## src/timer_three_pkg.sv

```systemverilog
// shared constants and carrier types for the third timer/counter
package timer_three_pkg;

  localparam int ADDR_W = 4;
  localparam int DATA_W = 8;
  localparam int CNT_W = 16;
  localparam int FLAG_W = 2;

  // register offsets
  localparam logic [ADDR_W-1:0] OFS_CONTROL = 4'h0;
  localparam logic [ADDR_W-1:0] OFS_MODE = 4'h1;
  localparam logic [ADDR_W-1:0] OFS_COUNT_LOW = 4'h2;
  localparam logic [ADDR_W-1:0] OFS_COUNT_HIGH = 4'h3;
  localparam logic [ADDR_W-1:0] OFS_RELOAD_LOW = 4'h4;
  localparam logic [ADDR_W-1:0] OFS_RELOAD_HIGH = 4'h5;
  localparam logic [ADDR_W-1:0] OFS_STATUS = 4'h6;
  localparam logic [ADDR_W-1:0] OFS_MASK = 4'h7;

  // control register fields
  localparam int BIT_CAPTURE_RELOAD_SELECT = 0;
  localparam int BIT_RUN = 2;
  localparam int BIT_EXTERNAL_ENABLE = 3;
  localparam int BIT_TRANSMIT_CLOCK_SELECT = 4;
  localparam int BIT_RECEIVE_CLOCK_SELECT = 5;
  localparam logic [DATA_W-1:0] CONTROL_WMASK = 8'h3d;
  // mode register fields
  localparam int BIT_DOWN_COUNT_ENABLE = 0;
  localparam logic [DATA_W-1:0] MODE_WMASK = 8'h01;
  // status and mask fields
  localparam int BIT_OVERFLOW_FLAG = 0;
  localparam int BIT_EXTERNAL_FLAG = 1;
  localparam int BIT_PIN_LEVEL = 2;

  // reset values
  localparam logic [DATA_W-1:0] CONTROL_RST = 8'h00;
  localparam logic [DATA_W-1:0] MODE_RST = 8'h00;
  localparam logic [CNT_W-1:0] COUNT_RST = 16'h0000;
  localparam logic [CNT_W-1:0] RELOAD_RST = 16'h0000;
  localparam logic [FLAG_W-1:0] STATUS_RST = 2'h0;
  localparam logic [FLAG_W-1:0] MASK_RST = 2'h0;
  localparam logic PIN_RST = 1'b1;
  localparam logic [CNT_W-1:0] COUNT_TOP = 16'hffff;
  localparam logic [CNT_W-1:0] COUNT_STEP = 16'h0001;

  typedef enum logic [1:0] {
    MODE_FREE = 2'b00,
    MODE_UPDOWN = 2'b01,
    MODE_BAUD = 2'b10
  } mode_e;

  typedef struct packed {
    logic wr;
    logic rd;
    logic [ADDR_W-1:0] addr;
    logic [DATA_W-1:0] wdata;
  } bus_req_s;

  typedef struct packed {
    logic [DATA_W-1:0] control;
    logic [DATA_W-1:0] mode;
    logic [CNT_W-1:0] count;
    logic [CNT_W-1:0] reload;
    logic [DATA_W-1:0] rd_data;
    logic irq;
    logic tick;
    logic pin_prev;
  } timer_state_s;

  typedef struct packed {
    logic ff1;
    logic ff2;
    logic ff3;
    logic lvl;
  } sync_state_s;

  typedef struct packed {
    logic [FLAG_W-1:0] status;
    logic [FLAG_W-1:0] mask;
  } flags_state_s;

endpackage

```

## src/pin_sync.sv

```systemverilog
// three-stage pin synchroniser with agreement filter
`timescale 1ns/100ps
module pin_sync (
  input wire logic clock,
  input wire logic rst,
  input wire logic pin,
  output logic level_r
);
  timer_three_pkg::sync_state_s st_r;
  timer_three_pkg::sync_state_s st_nxt;

  // ff1 feeds ff2 only, so no logic sees a metastable value
  always_comb begin
    st_nxt = st_r;
    st_nxt.ff1 = pin;
    st_nxt.ff2 = st_r.ff1;
    st_nxt.ff3 = st_r.ff2;
    if (st_r.ff2 == st_r.ff3) begin
      st_nxt.lvl = st_r.ff3;
    end
  end

  always_ff @(posedge clock) begin
    if (rst) begin
      st_r <= '{timer_three_pkg::PIN_RST, timer_three_pkg::PIN_RST,
                timer_three_pkg::PIN_RST, timer_three_pkg::PIN_RST};
    end else begin
      st_r <= st_nxt;
    end
  end

  assign level_r = st_r.lvl;
endmodule

```

## src/sticky_flags.sv

```systemverilog
// sticky event flags with write-one-to-clear and interrupt mask
`timescale 1ns/100ps
module sticky_flags (
  input wire logic clock,
  input wire logic rst,
  input wire logic [timer_three_pkg::FLAG_W-1:0] set,
  input wire logic [timer_three_pkg::FLAG_W-1:0] toggle,
  input wire logic [timer_three_pkg::FLAG_W-1:0] clr,
  input wire logic mask_we,
  input wire logic [timer_three_pkg::FLAG_W-1:0] mask_wdata,
  input wire logic [timer_three_pkg::FLAG_W-1:0] block,
  output logic [timer_three_pkg::FLAG_W-1:0] status,
  output logic [timer_three_pkg::FLAG_W-1:0] mask,
  output logic irq_level
);
  timer_three_pkg::flags_state_s st_r;
  timer_three_pkg::flags_state_s st_nxt;

  // hardware set or toggle beats a software clear in the same cycle
  always_comb begin
    st_nxt = st_r;
    st_nxt.status = ((st_r.status & ~clr) & ~toggle)
                    | (~st_r.status & toggle) | set;
    if (mask_we) begin
      st_nxt.mask = mask_wdata;
    end
  end

  always_ff @(posedge clock) begin
    if (rst) begin
      st_r <= '{timer_three_pkg::STATUS_RST, timer_three_pkg::MASK_RST};
    end else begin
      st_r <= st_nxt;
    end
  end

  assign status = st_r.status;
  assign mask = st_r.mask;
  assign irq_level = |(st_r.status & st_r.mask & ~block);
endmodule

```

## src/updown_reload_baud_timer.sv

```systemverilog
// third timer/counter: up/down auto-reload and baud generator modes
// Notes on behaviour
// - Clearing capture_reload_select with down_count_enable set selects up/down auto-reload.
// - In up/down auto-reload the 16-bit count rises while the pin is high and falls while low.
// - Counting up, an overflow loads the count from the reload/capture bytes.
// - Counting down, a count equal to the reload/capture pair loads all ones.
// - Every reload in up/down mode sets the overflow flag, whatever the direction.
// - Every up/down reload inverts the external flag, which then raises no interrupt.
// - Setting either clock select bit selects baud rate generator operation.
// - The baud generator counts in 16 bits and reloads on rollover from all ones.
// - Baud generator rollover leaves the overflow flag alone.
// - With external_enable set, a falling pin edge in baud mode sets the external flag and interrupts.
//
// Chosen here: the strobed register port and the address map.
`timescale 1ns/100ps
module updown_reload_baud_timer (
  input wire logic clock,
  input wire logic rst,
  input wire timer_three_pkg::bus_req_s bus_req,
  input wire logic external_trigger_pin,
  output logic [timer_three_pkg::DATA_W-1:0] rd_data_r,
  output logic irq_r,
  output logic baud_tick_r
);
  timer_three_pkg::timer_state_s st_r;
  timer_three_pkg::timer_state_s st_nxt;
  timer_three_pkg::mode_e mode;
  logic pin_lvl;
  logic pin_fall;
  logic at_top;
  logic at_reload;
  logic running;
  logic cnt_wr;
  logic [timer_three_pkg::FLAG_W-1:0] flag_set;
  logic [timer_three_pkg::FLAG_W-1:0] flag_tgl;
  logic [timer_three_pkg::FLAG_W-1:0] flag_clr;
  logic [timer_three_pkg::FLAG_W-1:0] flag_block;
  logic [timer_three_pkg::FLAG_W-1:0] status;
  logic [timer_three_pkg::FLAG_W-1:0] mask;
  logic mask_we;
  logic irq_level;
  logic reload_ev;

  // baud selection outranks the up/down choice
  function automatic timer_three_pkg::mode_e mode_of(
    input logic [timer_three_pkg::DATA_W-1:0] control,
    input logic [timer_three_pkg::DATA_W-1:0] mode_reg
  );
    logic baud;
    logic updown;
    baud = control[timer_three_pkg::BIT_RECEIVE_CLOCK_SELECT]
           | control[timer_three_pkg::BIT_TRANSMIT_CLOCK_SELECT];
    updown = !control[timer_three_pkg::BIT_CAPTURE_RELOAD_SELECT]
             && mode_reg[timer_three_pkg::BIT_DOWN_COUNT_ENABLE];
    if (baud) begin
      return timer_three_pkg::MODE_BAUD;
    end else if (updown) begin
      return timer_three_pkg::MODE_UPDOWN;
    end
    return timer_three_pkg::MODE_FREE;
  endfunction

  pin_sync pin_sync_i (
    .clock(clock),
    .rst(rst),
    .pin(external_trigger_pin),
    .level_r(pin_lvl)
  );

  sticky_flags sticky_flags_i (
    .clock(clock),
    .rst(rst),
    .set(flag_set),
    .toggle(flag_tgl),
    .clr(flag_clr),
    .mask_we(mask_we),
    .mask_wdata(bus_req.wdata[timer_three_pkg::FLAG_W-1:0]),
    .block(flag_block),
    .status(status),
    .mask(mask),
    .irq_level(irq_level)
  );

  assign mode = mode_of(st_r.control, st_r.mode);
  assign running = st_r.control[timer_three_pkg::BIT_RUN];
  assign at_top = st_r.count == timer_three_pkg::COUNT_TOP;
  assign at_reload = st_r.count == st_r.reload;
  assign pin_fall = st_r.pin_prev && !pin_lvl;
  assign cnt_wr = bus_req.wr
                  && (bus_req.addr == timer_three_pkg::OFS_COUNT_LOW
                  || bus_req.addr == timer_three_pkg::OFS_COUNT_HIGH);
  assign mask_we = bus_req.wr && bus_req.addr == timer_three_pkg::OFS_MASK;

  // external flag may still be read, but in up/down mode it never interrupts
  always_comb begin
    flag_block = '0;
    if (mode == timer_three_pkg::MODE_UPDOWN) begin
      flag_block[timer_three_pkg::BIT_EXTERNAL_FLAG] = 1'b1;
    end
  end

  always_comb begin
    flag_clr = '0;
    if (bus_req.wr && bus_req.addr == timer_three_pkg::OFS_STATUS) begin
      flag_clr = bus_req.wdata[timer_three_pkg::FLAG_W-1:0];
    end
  end

  always_comb begin
    st_nxt = st_r;
    st_nxt.rd_data = 8'h00;
    st_nxt.tick = 1'b0;
    st_nxt.pin_prev = pin_lvl;
    st_nxt.irq = irq_level;
    flag_set = '0;
    flag_tgl = '0;
    reload_ev = 1'b0;
    if (running) begin
      case (mode)
        timer_three_pkg::MODE_UPDOWN: begin
          if (pin_lvl) begin
            if (at_top) begin
              st_nxt.count = st_r.reload;
              reload_ev = 1'b1;
            end else begin
              st_nxt.count = st_r.count + timer_three_pkg::COUNT_STEP;
            end
          end else begin
            if (at_reload) begin
              st_nxt.count = timer_three_pkg::COUNT_TOP;
              reload_ev = 1'b1;
            end else begin
              st_nxt.count = st_r.count - timer_three_pkg::COUNT_STEP;
            end
          end
          if (reload_ev) begin
            flag_set[timer_three_pkg::BIT_OVERFLOW_FLAG] = 1'b1;
            flag_tgl[timer_three_pkg::BIT_EXTERNAL_FLAG] = 1'b1;
          end
        end
        timer_three_pkg::MODE_BAUD: begin
          // rollover drives the tick only; overflow flag stays untouched
          if (at_top) begin
            st_nxt.count = st_r.reload;
            st_nxt.tick = 1'b1;
          end else begin
            st_nxt.count = st_r.count + timer_three_pkg::COUNT_STEP;
          end
        end
        timer_three_pkg::MODE_FREE: begin
          if (at_top) begin
            st_nxt.count = st_r.reload;
            flag_set[timer_three_pkg::BIT_OVERFLOW_FLAG] = 1'b1;
          end else begin
            st_nxt.count = st_r.count + timer_three_pkg::COUNT_STEP;
          end
        end
        default: begin
          st_nxt.count = st_r.count;
        end
      endcase
    end
    // edge is watched even while stopped, only in baud mode
    if (mode == timer_three_pkg::MODE_BAUD && pin_fall
        && st_r.control[timer_three_pkg::BIT_EXTERNAL_ENABLE]) begin
      flag_set[timer_three_pkg::BIT_EXTERNAL_FLAG] = 1'b1;
    end
    // a software write to a count byte wins over counting for that byte in that cycle
    if (bus_req.wr) begin
      case (bus_req.addr)
        timer_three_pkg::OFS_CONTROL: begin
          st_nxt.control = bus_req.wdata & timer_three_pkg::CONTROL_WMASK;
        end
        timer_three_pkg::OFS_MODE: begin
          st_nxt.mode = bus_req.wdata & timer_three_pkg::MODE_WMASK;
        end
        timer_three_pkg::OFS_COUNT_LOW: begin
          st_nxt.count[7:0] = bus_req.wdata;
        end
        timer_three_pkg::OFS_COUNT_HIGH: begin
          st_nxt.count[15:8] = bus_req.wdata;
        end
        timer_three_pkg::OFS_RELOAD_LOW: begin
          st_nxt.reload[7:0] = bus_req.wdata;
        end
        timer_three_pkg::OFS_RELOAD_HIGH: begin
          st_nxt.reload[15:8] = bus_req.wdata;
        end
        default: begin
          st_nxt.control = st_nxt.control;
        end
      endcase
    end
    // reads show the live count, not a latched copy
    if (bus_req.rd) begin
      case (bus_req.addr)
        timer_three_pkg::OFS_CONTROL: st_nxt.rd_data = st_r.control;
        timer_three_pkg::OFS_MODE: st_nxt.rd_data = st_r.mode;
        timer_three_pkg::OFS_COUNT_LOW: st_nxt.rd_data = st_r.count[7:0];
        timer_three_pkg::OFS_COUNT_HIGH: st_nxt.rd_data = st_r.count[15:8];
        timer_three_pkg::OFS_RELOAD_LOW: st_nxt.rd_data = st_r.reload[7:0];
        timer_three_pkg::OFS_RELOAD_HIGH: st_nxt.rd_data = st_r.reload[15:8];
        timer_three_pkg::OFS_STATUS: begin
          st_nxt.rd_data = {5'h00, pin_lvl, status};
        end
        timer_three_pkg::OFS_MASK: st_nxt.rd_data = {6'h00, mask};
        default: st_nxt.rd_data = 8'h00;
      endcase
    end
  end

  always_ff @(posedge clock) begin
    if (rst) begin
      st_r <= '{timer_three_pkg::CONTROL_RST, timer_three_pkg::MODE_RST,
                timer_three_pkg::COUNT_RST, timer_three_pkg::RELOAD_RST,
                8'h00, 1'b0, 1'b0, timer_three_pkg::PIN_RST};
    end else begin
      st_r <= st_nxt;
    end
  end

  assign rd_data_r = st_r.rd_data;
  assign irq_r = st_r.irq;
  assign baud_tick_r = st_r.tick;

  logic upd_step;
  logic baud_step;
  logic quiet_flags;
  assign upd_step = running && mode == timer_three_pkg::MODE_UPDOWN
                    && !cnt_wr;
  assign baud_step = running && mode == timer_three_pkg::MODE_BAUD
                     && !cnt_wr;
  assign quiet_flags = !(bus_req.wr
                       && bus_req.addr == timer_three_pkg::OFS_STATUS);
endmodule

```

## config.mk

```make
export PLATFORM = sky130hd
export DESIGN_NAME = updown_reload_baud_timer
export DESIGN_NICKNAME = d
export VERILOG_FILES = /design/src/timer_three_pkg.sv /design/src/pin_sync.sv /design/src/sticky_flags.sv /design/src/updown_reload_baud_timer.sv
export SDC_FILE = /design/constraint.sdc
export NUM_CORES = 1
export LEC_CHECK = 0
export ABC_AREA = 1
export BUFFER_PORTS_ARGS = -buffer_cell sky130_fd_sc_hd__buf_2
export CORE_ASPECT_RATIO = 0.5
export CORE_MARGIN = 3
export CORE_UTILIZATION = 43
export DETAILED_ROUTE_END_ITERATION = 10
export PLACE_DENSITY_LB_ADDON = 0.2
export SYNTH_ARGS = -nofsm -noshare
export SYNTH_HDL_FRONTEND = slang
export SYNTH_SLANG_ARGS = --single-unit
```

## constraint.sdc

```tcl
create_clock -name clock -period 1.9 [get_ports clock]
set_input_delay 0.095 -clock clock [delete_from_list [all_inputs] [get_ports clock]]
set_output_delay 0.095 -clock clock [all_outputs]
set_load 0.005 [all_outputs]
```

# Word level (Yosys, flattened, before mapping)
# Cells that the tools add are included.
# classes
n_addsub	2
eq_ne	12
mux	29
n_bitwise	15
n_reduce_logical	18
# ops
cell	n
$mux 16	4
$pmux 8 s8	1
$mux 32	1
$mux 8	4
$pmux 16 s2	1
$add 16x1->16 const B	1
$eq 16x16->1	1
$eq 16x16->1 const B	1
$eq 4x3->1 const B	4
$sub 16x1->16 const B	1
$mux 1	13
$and 2x2->2	5
$eq 4x2->1 const B	2
$mux 2	4
$not 2->2	4
$reduce_and 2->1	4
$logic_and 1x1->1	6
$reduce_or 2->1	3
$eq 4x1->1 const B	1
$logic_not 4->1	1
$or 2x2->2	2
$not 1->1	3
$reduce_or 3->1	1
$eq 2x1->1 const B	1
other kinds (6)	7
# word_totals
reg_bits	57
inputBits	17
output_inout_bits	10
wordCells	91

# Depth between registers and ports, before layout
# depth
word_depth	15
mapped_depth	14
ltp_nobuf	13

# Modules after synthesis
# A second synthesis with hierarchy kept.
# unflattened
cells_unflattened	651
area_unflattened_um2	3993.8
# modules_own_cells
mod	n_inst	cells_each	area_each_um2	seq_area_each_um2
updown_reload_baud_timer	1	604	3669.8	980.9
sticky_flags	1	32	195.2	80.1
pin_sync	1	15	128.9	80.1

# Worst setup path before layout
# OpenSTA, ideal clock, no wires.
# synth_path
path_type	register -> register
startpoint	register st_r[27] (netlist name)
endpoint	register st_r[30] (netlist name)
setup_time_ns	0.122
t_arrival_ns	1.492
setup_slack_ns	0.286
path_stages_with_launch	12
path_buffers	1
synth_period_minus_slack_ns	1.614
path_cell_list	dfxtp_1 -> ha_1 -> nand2_1 -> nor2_2 -> nand2_2 -> nor2_4 -> nand3_2 -> buf_6 -> a21oi_1 -> a21oi_1 -> nand2_1 -> a21oi_2
# synth_between
elab_chain_len	7
word_cells_on_any_way	11
# synth_lines
item	line	rtl
from (decl)	updown_reload_baud_timer.sv:25	timer_three_pkg::timer_state_s st_r;
from (signal assigned)	updown_reload_baud_timer.sv:214	st_r <= '{timer_three_pkg::CONTROL_RST, timer_three_pkg::MODE_RST,
from (signal assigned)	updown_reload_baud_timer.sv:218	st_r <= st_nxt;
$sub 16x1->16 (tied with other cells)	updown_reload_baud_timer.sv:133	st_nxt.count = st_r.count - timer_three_pkg::COUNT_STEP;
$mux 16, on equally long branches	--	
$mux 16	updown_reload_baud_timer.sv:121	if (pin_lvl) begin
$pmux 16 s2 *	updown_reload_baud_timer.sv:119	case (mode)
$mux 16 *	updown_reload_baud_timer.sv:118	if (running) begin
$mux 8	updown_reload_baud_timer.sv:170	case (bus_req.addr)
$mux 32 *	updown_reload_baud_timer.sv:169	if (bus_req.wr) begin
# Every way passes the cells marked *; elsewhere a longest branch is shown, timed or not.
# A chain may end at the register's enable or synchronous reset.

# Final worst setup path
# layout_path
startpoint	register st_r[40] (netlist name)
endpoint	register st_r[34] (netlist name)
# layout_between
elab_chain_len	7
word_cells_on_any_way	9
# layout_lines
item	line
$eq 16x16->1, on equally long branches	updown_reload_baud_timer.sv:87, updown_reload_baud_timer.sv:86
$mux 16, on equally long branches	--
$mux 16	updown_reload_baud_timer.sv:121
$pmux 16 s2 *	updown_reload_baud_timer.sv:119
$mux 16 *	updown_reload_baud_timer.sv:118
$mux 8	updown_reload_baud_timer.sv:170
$mux 32 *	updown_reload_baud_timer.sv:169
# Marks and branches as above.

==> reports/results.md <==
| Metric | Reported | Unit |
|:---|:---|:---|
| Clk sink count | 57 | - |
| Classification of the worst setup path | reg -> reg | - |
| Hold crit path type | in -> reg | - |
| Total CTS buffers | 9 | - |
| Cell types with the largest area share after synthesis | sky130_fd_sc_hd__dfxtp_1 (30%), sky130_fd_sc_hd__nand2_1 (13%), sky130_fd_sc_hd__o21ai_0 (8.7%), sky130_fd_sc_hd__a21oi_1 (7.8%), sky130_fd_sc_hd__inv_1 (7.3%) | - |
| Initial core utilization | 45.7 | % |
| Count of endpoints failing hold in the final timing report | 0 | - |
| Total grt overflow | 0 | - |
| Post-Syn Area | 0.00378 | mm^2 |
| Worst reg-to-reg path cell count | 8 | - |
| Via count of the first global-routing pass | 3976 | - |
| Initial antenna violation count | 0 | - |
| Commonest register cell after synthesis | sky130_fd_sc_hd__dfxtp_1 | - |
| Pin count of the biggest net entering global routing | 17 | - |
| Total area of multi-input combinational cells | 0.00226 | mm^2 |
| Buffer levels on the longest clock path | 2 | - |
| Detailed-routing iteration count for the pre-antenna-repair pass | 5 | - |
| Total vias in the final route | 4432 | - |
| Number of I/O port buffers | 26 | - |
| Result of the run | complete, no violations | - |
| Final Cell Area | 0.00483 | mm^2 |
| Setup tns final | 0 | ns |
| Yosys top cell area share | 30.2 | % |
| Die outline area | 0.0100 | mm^2 |
| Root Buffer Master | sky130_fd_sc_hd__clkbuf_16 | - |
| Areal power density over the cells | 697 | mW/mm^2 |
| Post-DP HPWL | 11.0 | mm |
| Weighted congestion at the end of routability-driven global placement | 1.03 | - |
| Fmax | 0.545 | GHz |
| Final cycle utilization of the critical path | 96.6 | % |
| Post-synthesis to final-layout area growth | 27.8 | % |
| Final Setup Violations | 0 | - |
| Maximum fanout along the worst path | 5 | - |
| Worst supply voltage drop on vdd | 0.428 | mV |
| Required arrival time at the worst endpoint | 2.13 | ns |
| Total wire length after detailed routing | 14.5 | mm |
| Crit path capture type | register | - |
| Wire length of the first global-routing pass | 22.3 | mm |
| Register share of total power | 36.9 | % |
| Minimum hold slack | 0.107 | ns |
| Total of warnings raised by yosys | 0 | - |
| Rows | 23 | - |
| Data arrival, critical path | 2.07 | ns |
| Mapped Nets | 625 | - |
| Number of placed instances, taps included | 785 | - |
| Total GRT Usage | 29.4 | % |
| Share of final-layout standard cells stronger than drive strength 1 | 22.7 | % |
| Pre-CTS setup slack | -0.0281 | ns |
| Time the final worst path needs with I/O delays and setup | 1.84 | ns |
| Headroom to the max-slew limit | 67.0 | % |
| Lkg Pwr | 2.11 | nW |
| Die width | 139 | um |
| Async set or reset register ratio after synthesis | 0 | % |
| Internal power | 2.40 | mW |
| Final Core Density | 58.4 | % |
| Mean instance size in the synthesized netlist | 6.23 | um^2 |
| Deepest level of the CTS H-tree | 3 | - |
| Register area | 0.00115 | mm^2 |
| Clk pwr share | 49.4 | % |
| Post-layout nets | 707 | - |
| Top cell type by total area after synthesis | sky130_fd_sc_hd__dfxtp_1 | - |
| Unrepaired setup endpoints after global routing | yes | - |
| Number of different library cells in the post-synthesis netlist | 37 | - |
| Drt first-iter violations | 461 | - |
| Flip-flop and latch count after synthesis | 57 | - |
| Net Sw Frac | 28.5 | % |
| EDFF count, synth | 0 | - |
| Most instantiated library cell after synthesis | sky130_fd_sc_hd__nand2_1 | - |
| Minimum setup slack in the final design | 0.0642 | ns |
| Max-cap viol count | 0 | - |
| Top Ports | 27 | - |
| Source-to-sink clock delay at the later pin of the worst-skew pair | 0.34 | ns |
| Number of nets with antenna violations after routing | 0 | - |
| CTS tree | built | - |
| Switching Power | 0.959 | mW |
| Critical path startpoint category | register | - |
| Post-detailed-route via-to-cell ratio | 5.51 | - |
| Clock edge transition at the registers on the reported setup and hold paths | 0.06 | ns |
| Number of cells on the worst hold path | 3 | - |
| Gate count after technology mapping | 606 | - |
| Combinational share of power | 13.8 | % |
| Number of standard cells in the layout, taps in and fillers out | 805 | - |
| Top post-synthesis cells by count | sky130_fd_sc_hd__nand2_1 (135), sky130_fd_sc_hd__inv_1 (73), sky130_fd_sc_hd__o21ai_0 (66), sky130_fd_sc_hd__a21oi_1 (59), sky130_fd_sc_hd__dfxtp_1 (57) | - |
| Final Max Tran Viols | 0 | - |
| Post-detailed-route wirelength per cell | 18.0 | um |
| Final-layout fill cell count | 833 | - |
| Core region area | 0.00826 | mm^2 |
| Slew at the pin closest to its max-slew limit | 0.491 | ns |
| Post-layout total power | 3.36 | mW |
| Part of the Yosys area used for sequential elements | 30.2 | % |
| Worst clock skew on the final layout | 0.00937 | ns |
| Remaining routing DRC violations | 0 | - |
| Diode insertion count for antenna repair | 0 | - |
| Chip Height | 72.3 | um |
| DP Area | 0.00442 | mm^2 |
==> final timing paths <==
check,slack (ns),start,to
max,0.06,st_r[40],st_r[34]
min,0.11,bus_req[0],sticky_flags_i.mask[0]
max reg2reg,0.06,st_r[40],st_r[34]
min reg2reg,0.41,pin_sync_i.st_nxt[2],pin_sync_i.st_nxt[1]
==> state kept, by name, summed over array words and instances (netlist names), 2 cells and up <==
signal,cells
pin_sync_i.st_nxt,2
rd_data_r,8
st_r,38
sticky_flags_i.mask,2
sticky_flags_i.status,2
==> placed cells by master (no fill, tap or decap), drive strengths merged, types with 2 or more instances in the layout <==
cell        n
nand2     141
buf       100
inv        76
o21ai      68
a21oi      60
nor2       59
dfxtp      57
nand3      55
nand4      12
o22ai      11
clkbuf     10
xor2        8
nor3        7
a221oi      5
or2         4
o211ai      4
clkinv      3
nor4        2
a31oi       2
clkinvlp    2
ha          2
==> cells by family after synthesis <==
group / Yosys count / synth area share (%)
flops: 57 / 30.2
xor+xnor: 9 / 2.09
compound gates: 152 / 22.0
fa+ha+maj: 2 / 0.663
buf+inv: 106 / 11.9
simple gates: 280 / 33.2
==> final cells by class <==
cell class,count,share of cell area (%)
Clock buffer,10,4.74
Clock inverter,6,1.40
Inverter,76,5.91
Multi-Input combinational cell,443,46.8
Sequential cell,57,23.8
Tap cell,112,2.90
Timing Repair Buffer,101,14.4
==> routing by layer <==
metal | track usage (%) | vias to the layer above | routed length (um)
li1 | - | 2173 | -
met3 | 10.2 | 18 | 1550
met5 | 0 | - | 0
met1 | 41.9 | 2017 | 7030
met2 | 42.3 | 224 | 5690
met4 | 7.67 | 0 | 230
==> repair_timing <==
item | in CTS | in global routing
buffers inserted | 0 | 3
hold buffers | 1 | 0
pin swaps | 0 | 7
hold endpoints to repair | 1 | 0
setup endpoints to repair | 2 | 18
gates resized for setup | 3 | 22
==> critical path, cell delays in order, from the launching register on <==
cell and delay, ns:
sky130_fd_sc_hd__dfxtp_1 0.46, sky130_fd_sc_hd__nand3_1 0.18, sky130_fd_sc_hd__nor2_4 0.18, sky130_fd_sc_hd__nand4_1 0.29, sky130_fd_sc_hd__or2_2 0.38, sky130_fd_sc_hd__nand2_1 0.06, sky130_fd_sc_hd__nand2_1 0.04, sky130_fd_sc_hd__nand3_1 0.08
sky130_fd_sc_hd__a21oi_1 0.06
==> power by group through the flow <==
stage / combinational (mW) / sequential [mW] / clock, mW
after floorplan: 0.242 / 1.26 / 0
after global placement: 0.427 / 1.26 / 0
after detailed placement: 0.423 / 1.26 / 0
after CTS: 0.430 / 1.24 / 1.66
after global routing: 0.503 / 1.24 / 1.72
final: 0.463 / 1.24 / 1.66
Power figures use the tool's default switching activity.
